### src/hdl/wlsw_pkg.sv
// Shared constants and types for the wake level and switch fault status bank
package wlsw_pkg;
  // Register indices; byte address is four times the index
  localparam int WLSW_IDX_W = 7;
  localparam logic [6:0] IDX_WAKE_LVL = 7'h48;
  localparam logic [6:0] IDX_OVERLOAD = 7'h54;
  localparam logic [6:0] IDX_OPEN_LOAD = 7'h55;
  localparam logic [6:0] IDX_IRQ_MASK = 7'h60;
  localparam logic [6:0] IDX_IRQ_STAT = 7'h61;
  localparam logic [6:0] IDX_CTRL = 7'h62;
  localparam logic [6:0] IDX_IDENT = 7'h7E;
  localparam int ADR_LSB = 2;
  localparam int ADR_MSB = 8;
  // Wake level register layout
  localparam int BIT_DEV_STRAP = 7;
  localparam int BIT_PULLUP = 6;
  localparam int BIT_GPIO_B = 5;
  localparam int BIT_GPIO_A = 4;
  localparam int BIT_WAKE_RSVD = 3;
  localparam int WAKE_LSB = 0;
  localparam int WAKE_N = 3;
  // Switch flag width and family/product field positions
  localparam int FLAG_W = 4;
  localparam int FAM_LSB = 4;
  localparam int PRODUCT_CODE_LSB = 0;
  // Control register layout
  localparam int CTRL_GPA_LSB = 0;
  localparam int CTRL_GPB_LSB = 2;
  localparam int CTRL_CYC_LSB = 4;
  localparam logic [7:0] CTRL_RESET = 8'h00;
  // Interrupt status and mask layout
  localparam int IRQ_OVERLOAD = 0;
  localparam int IRQ_OPEN_LOAD = 1;
  localparam int IRQ_W = 2;
  localparam logic [7:0] BYTE_ZERO = 8'h00;
  localparam logic [31:0] WORD_ZERO = 32'h0000_0000;

  // Device operating mode, one-hot
  typedef enum logic [3:0] {
    WLSW_NORMAL = 4'b0001,
    WLSW_STOP = 4'b0010,
    WLSW_SLEEP = 4'b0100,
    WLSW_FAIL_SAFE = 4'b1000
  } wlsw_op_mode_t;

  // Function of a general-purpose pin
  typedef enum logic [1:0] {
    WLSW_GP_OFF = 2'b00,
    WLSW_GP_WAKE = 2'b01,
    WLSW_GP_LOW_SIDE = 2'b10,
    WLSW_GP_HIGH_SIDE = 2'b11
  } wlsw_gp_func_t;

  // Wishbone request from the master
  typedef struct packed {
    logic cyc;
    logic stb;
    logic we;
    logic [3:0] sel;
    logic [31:0] adr;
    logic [31:0] dat;
  } wlsw_wb_req_t;

  // Pin levels seen by the bank
  typedef struct packed {
    logic fail_output_test_pin;
    logic pullup_config_strap;
    logic gpio_b;
    logic gpio_a;
    logic [2:0] wake;
  } wlsw_pins_t;
endpackage : wlsw_pkg

### src/hdl/wlsw_rc_flags.sv
// Read-to-clear sticky flag bank
`timescale 1ns/1ps
module wlsw_rc_flags
  import wlsw_pkg::*;
#(
  parameter int W = 4
) (
  input wire logic mclk,
  input wire logic reset,
  input wire logic clear_all,
  input wire logic [W-1:0] set_i,
  input wire logic rd_clear,
  output logic [W-1:0] flags
);
  // One sticky bit per source; a set in the rd_clear cycle wins, but clear_all beats a set
  for (genvar i = 0; i < W; i++) begin : g_flag
    always_ff @(posedge mclk) begin
      if (reset || clear_all) begin
        flags[i] <= 1'b0;
      end else if (set_i[i]) begin
        flags[i] <= 1'b1;
      end else if (rd_clear) begin
        flags[i] <= 1'b0;
      end
    end
  end
endmodule : wlsw_rc_flags

### src/hdl/wlsw_status_bank.sv
// Wake level and high-side switch fault status bank on a Wishbone slave
//
// Notes on behaviour
// - Bit 7 shows operating mode strap
// - Bit 6 shows interrupt pin pull-up strap
// - Bits 5,4 show general pin levels
// - Reserved bits always read zero
// - Pin levels refresh in Normal and Stop
// - Cyclic wake inputs hold last sampled level
// - General pins never cyclically sampled
// - Level shown even when used as switch
// - Overload flags per switch, read-to-clear
// - Open-load flags per switch, read-to-clear
// - Overload may falsely set at low supply
// - Identity register: family high, product low
// - Product code is a per-variant parameter
// - Reset forces general pin level bits zero
`timescale 1ns/1ps
module wlsw_status_bank
  import wlsw_pkg::*;
#(
  parameter logic [3:0] FAMILY_CODE = 4'hA, // Arbitrary value
  parameter logic [3:0] PRODUCT_CODE = 4'h6 // Arbitrary value, set per variant
) (
  input wire logic mclk,
  input wire logic reset,
  input wire logic soft_reset_pulse,
  input wire logic restart_pulse,
  input wire wlsw_op_mode_t op_mode,
  input wire wlsw_pins_t pins,
  input wire logic wake_sample_pulse,
  input wire logic [FLAG_W-1:0] overload_event,
  input wire logic [FLAG_W-1:0] open_load_event,
  input wire wlsw_wb_req_t wb_req,
  output logic wb_ack_o,
  output logic [31:0] wb_dat_o,
  output logic irq_o
);

  //////////////////////////////////////////////////////////////////////////////
  // Decode helpers

  // Address match on a register index
  function automatic logic idx_hit(input logic [WLSW_IDX_W-1:0] idx,
                                   input logic [WLSW_IDX_W-1:0] target);
    idx_hit = (idx == target);
  endfunction : idx_hit

  // A general pin is refreshed only when awake and given a function
  function automatic logic gp_refresh(input wlsw_op_mode_t mode,
                                      input wlsw_gp_func_t func);
    logic awake;
    awake = 1'b0;
    unique case (mode)
      WLSW_NORMAL, WLSW_STOP: awake = 1'b1;
      WLSW_SLEEP, WLSW_FAIL_SAFE: awake = 1'b0;
      default: awake = 1'b0; // Illegal one-hot code freezes the level
    endcase
    gp_refresh = awake && (func != WLSW_GP_OFF);
  endfunction : gp_refresh

  //////////////////////////////////////////////////////////////////////////////
  // Bus request decode

  logic ack_reg;
  logic [31:0] dat_reg;
  logic irq_reg;
  logic req;
  logic rd;
  logic wr;
  logic [WLSW_IDX_W-1:0] idx;

  // A request is taken once; the acking cycle blocks a second take
  assign req = wb_req.cyc && wb_req.stb && !ack_reg;
  assign rd = req && !wb_req.we;
  assign wr = req && wb_req.we && wb_req.sel[0];
  assign idx = wb_req.adr[ADR_MSB:ADR_LSB];

  //////////////////////////////////////////////////////////////////////////////
  // Software registers

  logic [7:0] ctrl_reg;
  logic [IRQ_W-1:0] mask_reg;
  wlsw_gp_func_t gpa_func;
  wlsw_gp_func_t gpb_func;
  logic [WAKE_N-1:0] cyclic_en;

  // Control and mask; soft reset returns them to defaults
  always_ff @(posedge mclk) begin
    if (reset || soft_reset_pulse) begin
      ctrl_reg <= CTRL_RESET;
      mask_reg <= '0;
    end else if (wr && idx_hit(idx, IDX_CTRL)) begin
      ctrl_reg <= wb_req.dat[7:0];
    end else if (wr && idx_hit(idx, IDX_IRQ_MASK)) begin
      mask_reg <= wb_req.dat[IRQ_W-1:0];
    end
  end

  assign gpa_func = wlsw_gp_func_t'(ctrl_reg[CTRL_GPA_LSB +: 2]);
  assign gpb_func = wlsw_gp_func_t'(ctrl_reg[CTRL_GPB_LSB +: 2]);
  assign cyclic_en = ctrl_reg[CTRL_CYC_LSB +: WAKE_N];

  //////////////////////////////////////////////////////////////////////////////
  // Strap capture

  logic strap_arm_reg;
  logic dev_strap_reg;
  logic pullup_strap_reg;

  // Straps are caught in the cycle after reset release, soft reset or restart
  always_ff @(posedge mclk) begin
    if (reset) begin
      strap_arm_reg <= 1'b1;
    end else begin
      strap_arm_reg <= soft_reset_pulse || restart_pulse;
    end
  end

  always_ff @(posedge mclk) begin
    if (reset) begin
      dev_strap_reg <= 1'b0;
      pullup_strap_reg <= 1'b0;
    end else if (strap_arm_reg) begin
      dev_strap_reg <= pins.fail_output_test_pin;
      pullup_strap_reg <= pins.pullup_config_strap;
    end
  end

  //////////////////////////////////////////////////////////////////////////////
  // Wake input levels

  logic [WAKE_N-1:0] wake_lvl_reg;
  logic [WAKE_N-1:0] wake_lvl_next;

  // Tracking inputs follow the pin; cyclic ones only move on a sample
  for (genvar i = 0; i < WAKE_N; i++) begin : g_wake
    assign wake_lvl_next[i] = (!cyclic_en[i] || wake_sample_pulse) ?
                              pins.wake[i] : wake_lvl_reg[i];
  end

  always_ff @(posedge mclk) begin
    if (reset) begin
      wake_lvl_reg <= '0;
    end else begin
      wake_lvl_reg <= wake_lvl_next;
    end
  end

  //////////////////////////////////////////////////////////////////////////////
  // General pin levels

  logic gpa_lvl_reg;
  logic gpb_lvl_reg;

  // No sample pulse reaches these bits; they refresh on mode and function only
  always_ff @(posedge mclk) begin
    if (reset || soft_reset_pulse) begin
      gpa_lvl_reg <= 1'b0;
      gpb_lvl_reg <= 1'b0;
    end else begin
      if (gp_refresh(op_mode, gpa_func)) begin
        gpa_lvl_reg <= pins.gpio_a;
      end
      if (gp_refresh(op_mode, gpb_func)) begin
        gpb_lvl_reg <= pins.gpio_b;
      end
    end
  end

  //////////////////////////////////////////////////////////////////////////////
  // Fault and interrupt flags

  logic [FLAG_W-1:0] ovl_flags;
  logic [FLAG_W-1:0] ol_flags;
  logic [IRQ_W-1:0] irq_stat;
  logic [IRQ_W-1:0] irq_set;
  logic flag_clear;

  // Only power-on and soft reset wipe the flags; restart leaves them
  assign flag_clear = soft_reset_pulse;
  assign irq_set[IRQ_OVERLOAD] = |overload_event;
  assign irq_set[IRQ_OPEN_LOAD] = |open_load_event;

  // Overload events pass unfiltered, so low-supply glitches do get latched
  wlsw_rc_flags #(.W(FLAG_W)) u_overload (
    .mclk(mclk),
    .reset(reset),
    .clear_all(flag_clear),
    .set_i(overload_event),
    .rd_clear(rd && idx_hit(idx, IDX_OVERLOAD)),
    .flags(ovl_flags)
  );

  wlsw_rc_flags #(.W(FLAG_W)) u_open_load (
    .mclk(mclk),
    .reset(reset),
    .clear_all(flag_clear),
    .set_i(open_load_event),
    .rd_clear(rd && idx_hit(idx, IDX_OPEN_LOAD)),
    .flags(ol_flags)
  );

  wlsw_rc_flags #(.W(IRQ_W)) u_irq (
    .mclk(mclk),
    .reset(reset),
    .clear_all(flag_clear),
    .set_i(irq_set),
    .rd_clear(rd && idx_hit(idx, IDX_IRQ_STAT)),
    .flags(irq_stat)
  );

  // Level interrupt, one cycle behind the status bits
  always_ff @(posedge mclk) begin
    if (reset) begin
      irq_reg <= 1'b0;
    end else begin
      irq_reg <= |(irq_stat & mask_reg);
    end
  end

  //////////////////////////////////////////////////////////////////////////////
  // Read mux and answer

  logic [7:0] rdata;

  // Unused and reserved bits read zero; unmapped indices read zero
  always_comb begin
    rdata = BYTE_ZERO;
    if (idx_hit(idx, IDX_WAKE_LVL)) begin
      rdata[BIT_DEV_STRAP] = dev_strap_reg;
      rdata[BIT_PULLUP] = pullup_strap_reg;
      rdata[BIT_GPIO_B] = gpb_lvl_reg;
      rdata[BIT_GPIO_A] = gpa_lvl_reg;
      rdata[WAKE_LSB +: WAKE_N] = wake_lvl_reg;
    end else if (idx_hit(idx, IDX_OVERLOAD)) begin
      rdata[FLAG_W-1:0] = ovl_flags;
    end else if (idx_hit(idx, IDX_OPEN_LOAD)) begin
      rdata[FLAG_W-1:0] = ol_flags;
    end else if (idx_hit(idx, IDX_IDENT)) begin
      rdata[FAM_LSB +: 4] = FAMILY_CODE;
      rdata[PRODUCT_CODE_LSB +: 4] = PRODUCT_CODE;
    end else if (idx_hit(idx, IDX_IRQ_MASK)) begin
      rdata[IRQ_W-1:0] = mask_reg;
    end else if (idx_hit(idx, IDX_IRQ_STAT)) begin
      rdata[IRQ_W-1:0] = irq_stat;
    end else if (idx_hit(idx, IDX_CTRL)) begin
      rdata = ctrl_reg;
    end
  end

  // Ack one cycle after the take; data sampled with the clearing edge
  always_ff @(posedge mclk) begin
    if (reset) begin
      ack_reg <= 1'b0;
      dat_reg <= WORD_ZERO;
    end else begin
      ack_reg <= req;
      dat_reg <= rd ? {24'h00_0000, rdata} : WORD_ZERO;
    end
  end

  assign wb_ack_o = ack_reg;
  assign wb_dat_o = dat_reg;
  assign irq_o = irq_reg;
endmodule : wlsw_status_bank

### config.mk
export PLATFORM = sky130hd
export DESIGN_NAME = wlsw_status_bank
export DESIGN_NICKNAME = d
export VERILOG_FILES = /design/src/hdl/wlsw_pkg.sv /design/src/hdl/wlsw_rc_flags.sv /design/src/hdl/wlsw_status_bank.sv
export SDC_FILE = /design/constraint.sdc
export NUM_CORES = 1
export LEC_CHECK = 0
export ABC_AREA = 1
export BUFFER_PORTS_ARGS = -buffer_cell sky130_fd_sc_hd__buf_2
export CAP_MARGIN = 20
export CORE_ASPECT_RATIO = 0.7
export CORE_MARGIN = 4
export CORE_UTILIZATION = 40
export CTS_CLUSTER_SIZE = 24
export DETAILED_ROUTE_END_ITERATION = 6
export GPL_TIMING_DRIVEN = 0
export HOLD_SLACK_MARGIN = 0.08
export PLACE_DENSITY = 0.78
export SYNTH_ARGS = -nofsm -noshare
export SYNTH_HDL_FRONTEND = slang
export SYNTH_SLANG_ARGS = --single-unit
### constraint.sdc
create_clock -name mclk -period 1.25 [get_ports mclk]
set_input_delay 0.25 -clock mclk [delete_from_list [all_inputs] [get_ports mclk]]
set_output_delay 0.25 -clock mclk [all_outputs]
set_load 0.02 [all_outputs]
==> summary.txt, run 1 <==
Pwr
  • P_sw: 630.6 uW
  • Seq pwr share: between 50% and 60%
  • Sw Share: between 20% and 30%
  • Peak supply drop: about 560 uV
  • LEAKAGE: 1.178 nW
  • Clock share of power: 33.4%
  • Cell internal pwr: around 1.8 mW
  • Combinational cell fraction of total power: 13.9%
  • Design Power: 2.381 mW
  • Pwr Density: between 1000 and 1500 nW/um^2

Setup path
  • CP bufs+invs: 0
  • Worst endpoint required time: 1.49 ns
  • Critical Path Max Stage Delay: 0.34 ns
  • Crit-path leading delay family: simple AND/OR/NAND/NOR gates
  • CP arrival: 1.51 ns
  • Worst reg2reg startpoint: wb_ack_o$_SDFF_PP0_
  • Max FO, Critical Path: 5
  • Critical path endpoint category: flip-flop
  • Crit-path slowest cell: nor3_4
  • CP startpoint kind: flip-flop
  • CP Class: reg -> reg
  • Critical path cell sequence: nand3b_4 -> nor3_4 -> nand2_2 -> nor2_2 -> o21ai_2 -> nand2_1
  • Critical path startpoint: wb_ack_o$_SDFF_PP0_

Global route
  • Grt total ovfl: 0
  • Global-route wire length before repair: 7376 um
  • Total Routing Usage GR: 16.54%
  • Largest net degree at the start of global routing: 12
  • Initial antenna violation count: 0
  • Vias in the first global route: 1663

Finish
  • Ant. Diodes: 0
  • Count of nets after finishing: 438
  • Layout cells sized above 1: 30.32%
  • Post-layout util: 53.95%
  • Layout area overhead: 28.40%

Clock network
  • Worst-Skew Late Latency: 0.29 ns
  • TritonCTS clock tree: done
  • Hold buffer count at CTS: 0
  • Clock sink total: 38
  • Total CTS buffers: 5
  • Htree depth: 2
  • Clock Tree Buf Depth: 2
  • Clock slew at reported path FFs: 0.07 ns
  • Root buffer cell: clkbuf_8
  • Post-CTS Setup Repair Bufs: 0

Status
  • Failing checks: negative setup slack
  • Status: complete, but fails checks

STA
  • Worst Hold Slack: 0.1441 ns
  • F_max: roughly 800 MHz
  • RSZ-0062 raised after global routing: true
  • Max-slew violation count: 0
  • Fin crit share: 101.9%
  • Setup violations, final: 2
  • Final Hold Fails: 0
  • Min cycle time layout: 1.274 ns
  • Max Clock Skew: 0.01100 ns
  • Final worst slack: -0.02375 ns

Drt
  • 1st-iter DRT viols: 142
  • Final wirelength: 4614 um
  • Detail Route Antenna Nets: 0
  • Vias: approximately 1800
  • Residual DRC: 0
  • Vias per Instance: 4.585
  • 1st-pass router iterations: 4
  • Routed wire length per instance: 11.59 um

Logic synthesis
  • Avg Inst Size Synth: about 7.1 um^2
  • Synth unique cells: 22
  • Synthesized area: 1851 um^2
  • Mapped Cells: 262
  • YS warnings: 0
  • Register area share after synthesis: about two fifths
  • Yosys reg bits: 38

Placement
  • Routability cong.: 0.8658
  • Dpl hpwl: 3723 um
  • Buffers on Ports: 51
  • Post-place setup slack: -0.2548 ns

Worst hold path
  • Worst Hold Class: in -> reg
  • Worst hold start: restart_pulse

Floorplanning
  • Core Footprint: 4404 um^2
  • Number of cell rows: 20
  • Die width: 89.30 um
  • I/O pin count: between 100 and 150
  • Die ar.: 5796 um^2
  • Chip Height: 64.91 um
  • Initial core utilization: 42.02%

Flow run
  • Max-cap viol count: 0
## path summary, 6_finish.rpt
check / end / cells after the start / slack [ns]
setup reg to reg: wb_dat_o[0]$_SDFF_PP0_ / 6 / -0.02
hold reg to reg: wb_dat_o[5]$_SDFF_PP0_ / 2 / 0.44
hold / removal: strap_arm_reg$_SDFF_PP1_ / 2 / 0.14
setup / recovery: wb_dat_o[0]$_SDFF_PP0_ / 6 / -0.02
## cells in the mapped netlist
library cell | count | area share [%]
nor2_1 | 42 | 8.5
buf_6 | 1 | 0.61
inv_2 | 1 | 0.20
nand3_1 | 21 | 5.7
clkbuf_1 | 2 | 0.41
nand4_1 | 6 | 2.0
nor3_4 | 1 | 0.88
nor4_1 | 2 | 0.68
conb_1 | 1 | 0.20
o211ai_1 | 1 | 0.41
buf_4 | 25 | 10
o21ai_0 | 7 | 1.9
a21oi_1 | 29 | 7.8
nor3_1 | 4 | 1.1
buf_2 | 1 | 0.27
nor3_2 | 1 | 0.54
inv_1 | 17 | 3.4
nand2_1 | 58 | 12
nand3_2 | 1 | 0.54
dfxtp_1 | 38 | 41
nand3b_4 | 1 | 1.1
or2_2 | 2 | 0.68
## final cells by class
class | count | area [um^2]
Fill cell | 425 | 2028
Clock inverter | 2 | 10.01
Tap cell | 55 | 68.82
Timing Repair Buffer | 51 | 255.2
Sequential cell | 38 | 762.0
Multi-Input combinational cell | 200 | 932.1
Buffer | 29 | 211.5
Inverter | 18 | 67.56
Clock buffer | 5 | 68.82
## cells in the final DEF, fill, tap and decap left out, types with 2 or more instances in the layout
| cell | netlist | layout |
|---|---|---|
| a21oi_1 | 29 | 29 |
| buf_2 | 1 | 52 |
| buf_4 | 25 | 25 |
| clkbuf_1 | 2 | 2 |
| clkbuf_8 | 0 | 5 |
| clkinv_2 | 0 | 2 |
| conb_1 | 1 | 24 |
| dfxtp_1 | 38 | 37 |
| inv_1 | 17 | 15 |
| inv_2 | 1 | 3 |
| nand2_1 | 58 | 55 |
| nand2_2 | 0 | 3 |
| nand3_1 | 21 | 21 |
| nand4_1 | 6 | 6 |
| nor2_1 | 42 | 37 |
| nor2_2 | 0 | 4 |
| nor3_1 | 4 | 4 |
| nor3_4 | 1 | 2 |
| nor4_1 | 2 | 2 |
| o21ai_0 | 7 | 6 |
| or2_2 | 2 | 2 |
## worst register-to-register path, cell delays in order, from the launching register on
cell and delay, ns:
dfxtp_2 0.32, nand3b_4 0.18, nor3_4 0.34, nand2_2 0.11, nor2_2 0.13, o21ai_2 0.08
nand2_1 0.07
## per-stage QoR
| stage | setup TNS, ns | instances | cell area [um^2] |
|---|---|---|---|
| 2_1_floorplan | 0 | 285 | 1937 |
| 3_3_place_gp | -3.937 | 391 | 2261 |
| 3_5_place_dp | -4.200 | 391 | 2261 |
| 4_1_cts | -0.01228 | 398 | 2356 |
| 5_1_grt | -0.9548 | 398 | 2376 |
| 6_report | -0.03123 | 398 | 2376 |
## logic make-up after synthesis
kind of cell | count (synthesis) | share of synthesized area [%]
compound gates | 37 | 10.14
other cells | 1 | 0.2026
flops | 38 | 41.11
buf+inv | 47 | 15.08
simple gates | 139 | 33.47
## power by group through the flow
stage / Combinational, mW / Clock (mW) / Sequential [mW]
after floorplan: 0.216 / 0 / 1.28
after global placement: 0.316 / 0 / 1.28
after detailed placement: 0.320 / 0 / 1.28
after CTS: 0.325 / 0.820 / 1.25
after global routing: 0.367 / 0.856 / 1.26
final: 0.331 / 0.795 / 1.25
## repair_timing
item                       CTS  global route
setup endpoints to repair    5            18
pin swaps                    0             4
resized for setup            5            10
gates cloned                 0             0
## routing by layer
layer / global-route usage (%) / routed length, um / vias to the layer above
met3: 4.320 / 478 / 6
met4: 5.762 / 59 / 0
met1: 23.89 / 2145 / 786
met5: 0 / 0 / -
li1: - / - / 969
met2: 23.53 / 1930 / 64
(Power assumes the default switching activity.)
==> run 2: changes to the inputs <==
--- a/config.mk
+++ b/config.mk
@@ -8,14 +8,16 @@
 export ABC_AREA = 1
 export BUFFER_PORTS_ARGS = -buffer_cell sky130_fd_sc_hd__buf_2
 export CAP_MARGIN = 20
+export CELL_PAD_IN_SITES_DETAIL_PLACEMENT = 1
+export CELL_PAD_IN_SITES_GLOBAL_PLACEMENT = 2
 export CORE_ASPECT_RATIO = 0.7
 export CORE_MARGIN = 4
-export CORE_UTILIZATION = 40
+export CORE_UTILIZATION = 20
 export CTS_CLUSTER_SIZE = 24
 export DETAILED_ROUTE_END_ITERATION = 6
 export GPL_TIMING_DRIVEN = 0
 export HOLD_SLACK_MARGIN = 0.08
-export PLACE_DENSITY = 0.78
+export PLACE_DENSITY = 0.8
 export SYNTH_ARGS = -nofsm -noshare
 export SYNTH_HDL_FRONTEND = slang
 export SYNTH_SLANG_ARGS = --single-unit
==> summary.txt, run 2 (synthesis gave the netlist of run 1 again) <==
Drt
  • Final wirelength: 5849 um (+27%)
  • Routed wire length per instance: 12.44 um (+7.3%)
  • Residual DRC: 0 (unchanged)
  • 1st-pass router iterations: 4 (unchanged)
  • Detail Route Antenna Nets: 0 (unchanged)
  • Vias per Instance: 4.004 (-13%)
  • Vias: 1882 (+3.1%)
  • 1st-iter DRT viols: 72 (-49%)

Setup path
  • Critical path depth: 7 (+1)
  • RR Endpoint: wb_dat_o[0]$_SDFF_PP0_
  • CP startpoint kind: flip-flop
  • Crit-path leading delay family: simple AND/OR/NAND/NOR gates
  • Critical path endpoint category: flip-flop
  • FF-to-FF setup slack: 0.03 ns (+0.05 ns)
  • Setup crit end: wb_dat_o[0]$_SDFF_PP0_
  • CP bufs+invs: 1 (+1)
  • Reg2Reg Depth: 7 (+1)
  • Critical path startpoint: wb_ack_o$_SDFF_PP0_
  • Max FO, Critical Path: 5 (unchanged)
  • Worst endpoint required time: 1.47 ns (-0.02 ns)
  • Worst reg2reg startpoint: wb_ack_o$_SDFF_PP0_
  • CP arrival: 1.45 ns (-0.06 ns)
  • CP Class: reg -> reg
  • Crit-path slowest cell: dfxtp_2
  • Critical Path Max Stage Delay: 0.32 ns (-0.02 ns)
  • Critical path cell sequence: nand3b_4 -> nor3_4 -> buf_6 -> nand2_4 -> nor2_2 -> o21ai_2 -> nand2_1

Finish
  • Layout area overhead: 40.57%
  • Most common cell after layout, fill and taps aside: nand2_1
  • Count of nets after finishing: 440 (+0.46%)
  • Most frequent cells in the layout: nand2_1 (55), buf_2 (52), dfxtp_1 (37), nor2_1 (35), a21oi_1 (28)
  • Design Area, Final: 2601 um^2 (+9.5%)
  • Fill cell count: 1141 (+170%)
  • Ant. Diodes: 0 (unchanged)
  • Layout cells sized above 1: 31.79% (+1.5 points)

Clock network
  • Clock slew at reported path FFs: 0.06 ns (about the same)
  • Root buffer cell: clkbuf_16
  • Total CTS buffers: 5 (unchanged)
  • TritonCTS clock tree: done
  • Clock sink total: 38 (unchanged)
  • Htree depth: 2 (unchanged)
  • Worst-Skew Late Latency: 0.28 ns (about the same)
  • Hold buffer count at CTS: 0 (unchanged)
  • Clock Tree Buf Depth: 2 (unchanged)

Status
  • Status: finished, final reports clean

Placement
  • Buffers on Ports: 51 (unchanged)
  • Placed cell area: 2347 um^2 (+3.8%)
  • Routability cong.: 0.8189 (-5.4%)
  • Post-place setup slack: -0.3154 ns (-0.06064 ns)
  • Dpl hpwl: 4849 um (+30%)

Worst hold path
  • Worst hold start: restart_pulse
  • Worst Hold Depth: 2 (unchanged)
  • Worst Hold Class: in -> reg

Pwr
  • Peak supply drop: 420.2 uV (-25%)
  • Pwr Density: 1158 nW/um^2 (+16%)
  • LEAKAGE: 1.228 nW (+4.2%)

Global route
  • Global-route wire length before repair: 9149 um (+24%)
  • Total Routing Usage GR: 10.87% (-5.7 points)
  • Vias in the first global route: 1880 (+13%)
  • Largest net degree at the start of global routing: 12 (unchanged)
  • Initial antenna violation count: 0 (unchanged)
  • Grt total ovfl: 0 (unchanged)

Floorplanning
  • Die ar.: 10880 um^2 (+88%)
  • I/O pin count: 129 (unchanged)
  • Number of cell rows: 29 (+45%)
  • Core Footprint: 9035 um^2 (+110%)
  • Die width: 123.0 um (+38%)
  • Chip Height: 88.48 um (+36%)
  • Initial core utilization: 20.48% (-22 points)

STA
  • Min cycle time layout: 1.223 ns (-0.05083 ns)
  • RSZ-0062 raised after global routing: true
  • Relative slew slack: 64.55%
  • Max-slew violation count: 0 (unchanged)
  • F_max: 817.7 MHz (+4.2%)
  • Fin crit share: 97.83% (-4.1 points)
  • Final worst slack: 0.02708 ns (+0.05083 ns)
  • Final Hold Fails: 0 (unchanged)
  • Setup violations, final: 0 (-2)
  • Max Clock Skew: 0.005801 ns (-0.005197 ns)
  • Worst slew pin tran: 0.5269 ns

Flow run
  • Max-cap viol count: 0 (unchanged)
[run 2: per-layer routing]
layer	vias up	global-route usage (%)	routed length, um
li1	972	-	-
met1	863	14.77	2954
met2	40	16.51	2491
met3	7	3.323	323
met4	0	3.618	80
met5	-	0	0
[run 2: how the worst min path moves through the flow]
| stage | to | slack [ns] |
|---|---|---|
| finish | strap_arm_reg$_SDFF_PP1_ | 0.15 |
| floorplan | strap_arm_reg$_SDFF_PP1_ | 0.36 |
| detailed placement | strap_arm_reg$_SDFF_PP1_ | 0.44 |
| global placement | strap_arm_reg$_SDFF_PP1_ | 0.44 |
| global route | strap_arm_reg$_SDFF_PP1_ | 0.16 |
| CTS | strap_arm_reg$_SDFF_PP1_ | 0.15 |
[run 2: repair_timing]
action | in CTS | in global routing
buffers inserted | 0 | 2
setup endpoints to repair | 16 | 25
gates resized for setup | 5 | 20
pin swaps | 0 | 5
gates cloned | 0 | 0
[run 2: layout make-up]
class | count | area (um^2) | share of cell area (%)
Buffer | 29 | 211.5 | 8.129
Inverter | 18 | 70.07 | 2.694
Timing Repair Buffer | 53 | 274.0 | 10.53
Tap cell | 124 | 155.1 | 5.964
Clock inverter | 1 | 30.03 | 1.154
Clock buffer | 7 | 132.6 | 5.099
Sequential cell | 38 | 762.0 | 29.29
Multi-Input combinational cell | 200 | 965.9 | 37.13
[run 2: stage by stage]
step	power, mW	instances	util [%]	setup TNS [ns]	hold slack [ns]
after floorplan	1.495	285	-	0	0.3566
after global placement	1.606	460	25.98	-5.105	0.4408
after detailed placement	1.611	460	25.98	-5.699	0.4403
after CTS	3.037	468	27.96	0	0.1487
after global routing	3.139	470	28.79	-0.08959	0.1582
final	3.012	470	28.79	0	0.1530
[run 2: power by group]
part           leakage, nW  switching (mW)  internal (mW)
sequential           0.310          0.0183           1.24
clock               0.0781           0.464          0.942
combinational        0.840           0.205          0.141
total                 1.23           0.687           2.32
==> run 3: changes to the inputs <==
--- a/config.mk
+++ b/config.mk
@@ -5,14 +5,13 @@
 export SDC_FILE = /design/constraint.sdc
 export NUM_CORES = 1
 export LEC_CHECK = 0
-export ABC_AREA = 1
 export BUFFER_PORTS_ARGS = -buffer_cell sky130_fd_sc_hd__buf_2
 export CAP_MARGIN = 20
 export CELL_PAD_IN_SITES_DETAIL_PLACEMENT = 1
 export CELL_PAD_IN_SITES_GLOBAL_PLACEMENT = 2
 export CORE_ASPECT_RATIO = 0.7
 export CORE_MARGIN = 4
-export CORE_UTILIZATION = 20
+export CORE_UTILIZATION = 21
 export CTS_CLUSTER_SIZE = 24
 export DETAILED_ROUTE_END_ITERATION = 6
 export GPL_TIMING_DRIVEN = 0
@@ -21,3 +20,4 @@
 export SYNTH_ARGS = -nofsm -noshare
 export SYNTH_HDL_FRONTEND = slang
 export SYNTH_SLANG_ARGS = --single-unit
+export TNS_END_PERCENT = 20
==> summary.txt, run 3 <==
STA
  • RSZ-0062 raised after global routing: true
  • Min cycle time layout: 1.499 ns (+0.2763 ns)
  • Max Clock Skew: 0.004699 ns (-0.001103 ns)
  • Max-slew violation count: 0 (unchanged)
  • Fin crit share: 119.9% (+22 points)
  • Final worst slack: -0.2492 ns (-0.2763 ns)
  • Total negative slack: -1.839 ns (-1.839 ns)
  • Final Hold Fails: 0 (unchanged)
  • Setup violations, final: 16 (+16)
  • F_max: 667.0 MHz (-18%)

Logic synthesis
  • Most numerous cell in the Yosys netlist: dfxtp_1
  • Yosys reg bits: 38 (unchanged)
  • Avg Inst Size Synth: 8.820 um^2 (+25%)
  • Top_reg_cell synth: dfxtp_1
  • Synth cell count leaders: dfxtp_1 (38), nor2_1 (37), buf_4 (24)
  • Area contributors post-synth: dfxtp_1 (43%), mux2i_1 (11%), buf_4 (10%)
  • Register area share after synthesis: 42.70% (+1.6 points)
  • YS warnings: 0 (unchanged)
  • Post-synth EDFFs: 0 (unchanged)
  • Ys async rst share: 0% (unchanged)
  • Mapped Cells: 202 (-23%)
  • Synthesized area: 1782 um^2 (-3.7%)
  • Area leader, netlist: dfxtp_1
  • Synth unique cells: 32 (+45%)
  • Top cell type's share of synthesized area: 42.70% (+1.6 points)

Finish
  • Most common cell after layout, fill and taps aside: buf_2
  • Most frequent cells in the layout: buf_2 (45), dfxtp_1 (37), nor2_1 (34), buf_4 (31), conb_1 (24)
  • Layout Cells excl Fill: 391 (-17%)
  • Ant. Diodes: 0 (unchanged)
  • Count of nets after finishing: 384 (-13%)
  • Post-layout util: 32.98% (+4.2 points)
  • Layout area overhead: 49.44%
  • Layout cells sized above 1: 42.07% (+10 points)

Floorplanning
  • Number of cell rows: 27 (-6.9%)
  • I/O pin count: 129 (unchanged)
  • Die width: 118.1 um (-4.0%)
  • Core Footprint: 8074 um^2 (-11%)
  • Die ar.: 10050 um^2 (-7.7%)
  • Chip Height: 85.07 um (-3.9%)
  • Initial core utilization: 22.07% (+1.6 points)

Drt
  • Detail Route Antenna Nets: 0 (unchanged)
  • 1st-pass router iterations: 4 (unchanged)
  • Residual DRC: 0 (unchanged)
  • Vias per Instance: 4.189 (+4.6%)
  • Vias: 1638 (-13%)
  • Routed wire length per instance: 14.83 um (+19%)
  • Final wirelength: 5798 um (-0.87%)
  • 1st-iter DRT viols: 56 (-22%)

Placement
  • Buffers on Ports: 50 (-2.0%)
  • Post-placement cell count: 376 (-18%)
  • Routability cong.: 0.8023 (-2.0%)
  • Post-place setup slack: -0.8597 ns (-0.5442 ns)
  • Dpl hpwl: 4618 um (-4.8%)

Setup path
  • Critical path cell sequence: and4bb_2 -> nand2b_4 -> or3_4 -> nor2_2 -> a22o_1
  • Worst endpoint required time: 1.47 ns (about the same)
  • CP startpoint kind: flip-flop
  • Crit-path leading delay family: simple AND/OR/NAND/NOR gates
  • Critical Path Max Stage Delay: 0.36 ns (+0.04 ns)
  • Critical path endpoint category: flip-flop
  • Max FO, Critical Path: 4 (-1)
  • CP bufs+invs: 0 (-1)
  • Crit-path slowest cell: and4bb_2
  • CP Class: reg -> reg
  • CP arrival: 1.72 ns (+0.27 ns)

Global route
  • Vias in the first global route: 1737 (-7.6%)
  • Top Usage Layer GRT: met2
  • Met1 usage: 15.02% (+0.25 points)
  • Largest net degree at the start of global routing: 13 (+1)
  • Grt total ovfl: 0 (unchanged)
  • Global-route wire length before repair: 9135 um (-0.15%)
  • Initial antenna violation count: 0 (unchanged)
  • Met3 usage: 3.264% (-0.058 points)
  • Total Routing Usage GR: 11.34% (+0.47 points)
  • Met2 usage: 18.51% (+2.0 points)

Clock network
  • Htree depth: 2 (unchanged)
  • Root buffer cell: clkbuf_16
  • Clock Tree Buf Depth: 2 (unchanged)
  • TritonCTS clock tree: done
  • Worst-Skew Late Latency: 0.28 ns (about the same)
  • Clock slew at reported path FFs: 0.06 ns (about the same)
  • Clock sink total: 38 (unchanged)
  • Total CTS buffers: 5 (unchanged)

Worst hold path
  • Worst Hold Class: in -> reg

Pwr
  • Pwr Density: 1155 nW/um^2 (-0.25%)
  • LEAKAGE: 1.278 nW (+4.1%)
  • Design Power: 3.075 mW (+2.1%)
  • Peak supply drop: 401.5 uV (-4.4%)

Status
  • Failing checks: negative setup slack
  • Status: complete, but fails checks

Flow run
  • Max-cap viol count: 0 (unchanged)
-- run 3: cell count changes after synthesis, sizes merged, moves of 4 or more --
cell / previous run / this run
nand4: 6 / 0
clkbuf: 2 / 6
inv: 18 / 1
nor2: 42 / 37
or3: 0 / 4
nand3: 22 / 4
nand2: 58 / 6
nand2b: 0 / 5
a21oi: 29 / 14
mux2i: 0 / 19
a22oi: 0 / 4
-- run 3: cell families (layout without fill, tap and decap cells) --
family	after synthesis	after routing	share of synthesized area, %
and+or+nand+nor	73	73	20.51
muxes	20	20	11.31
xor gates and xnor gates	1	1	0.4917
other	1	24	0.2105
AOI/OAI and AO/OA	37	37	12.57
DFF	38	38	42.70
buffers and inverters	32	97	12.22
-- run 3: cell type report --
type / instances / area, um^2
Tap cell: 101 / 126.4
Multi-Input combinational cell: 155 / 1020
Fill cell: 952 / 5411
Clock inverter: 3 / 40.04
Buffer: 30 / 227.7
Clock buffer: 5 / 125.1
Timing Repair Buffer: 58 / 357.8
Inverter: 1 / 3.754
Sequential cell: 38 / 762.0
-- run 3: worst paths after layout --
check                            from                        to  slack (ns)  cells after the start
setup / recovery  wb_ack_o$_SDFF_PP0_    wb_dat_o[0]$_SDFF_PP0_       -0.25                      5
hold / removal          restart_pulse  strap_arm_reg$_SDFF_PP1_        0.20                      2
setup reg to reg  wb_ack_o$_SDFF_PP0_    wb_dat_o[0]$_SDFF_PP0_       -0.25                      5
hold reg to reg   wb_ack_o$_SDFF_PP0_       wb_ack_o$_SDFF_PP0_        0.45                      1
-- run 3: metrics by stage --
stage / instance area (um^2) / hold slack, ns
after CTS: 2585 / 0.1878
after global placement: 2256 / 0.4157
after detailed placement: 2256 / 0.4299
after global routing: 2663 / 0.2011
final: 2663 / 0.1964
after floorplan: 1879 / 0.3488
-- run 3: timing repair --
item,in CTS,in global routing
buffers inserted,8,0
setup endpoints to repair,29,30
hold buffers,0,0
pin swaps,5,8
gates resized for setup,27,20
-- run 3: metal layers --
layer,up-vias,wire [um]
met5,-,0
met3,5,320
met2,38,2677
met1,756,2775
met4,0,24
li1,839,-
-- run 3: where the power goes --
group          switching [mW]  internal (mW)  leakage [nW]  total, mW
sequential             0.0231           1.24         0.310       1.26
combinational           0.205          0.180         0.884      0.385
clock                   0.493          0.933        0.0836       1.43
-- run 3: worst reg2reg max path, stage by stage (launching register included) --
cell      delay [ns]
dfxtp_2         0.34
and4bb_2        0.36
nand2b_4        0.08
or3_4           0.34
nor2_2          0.14
a22o_1          0.17
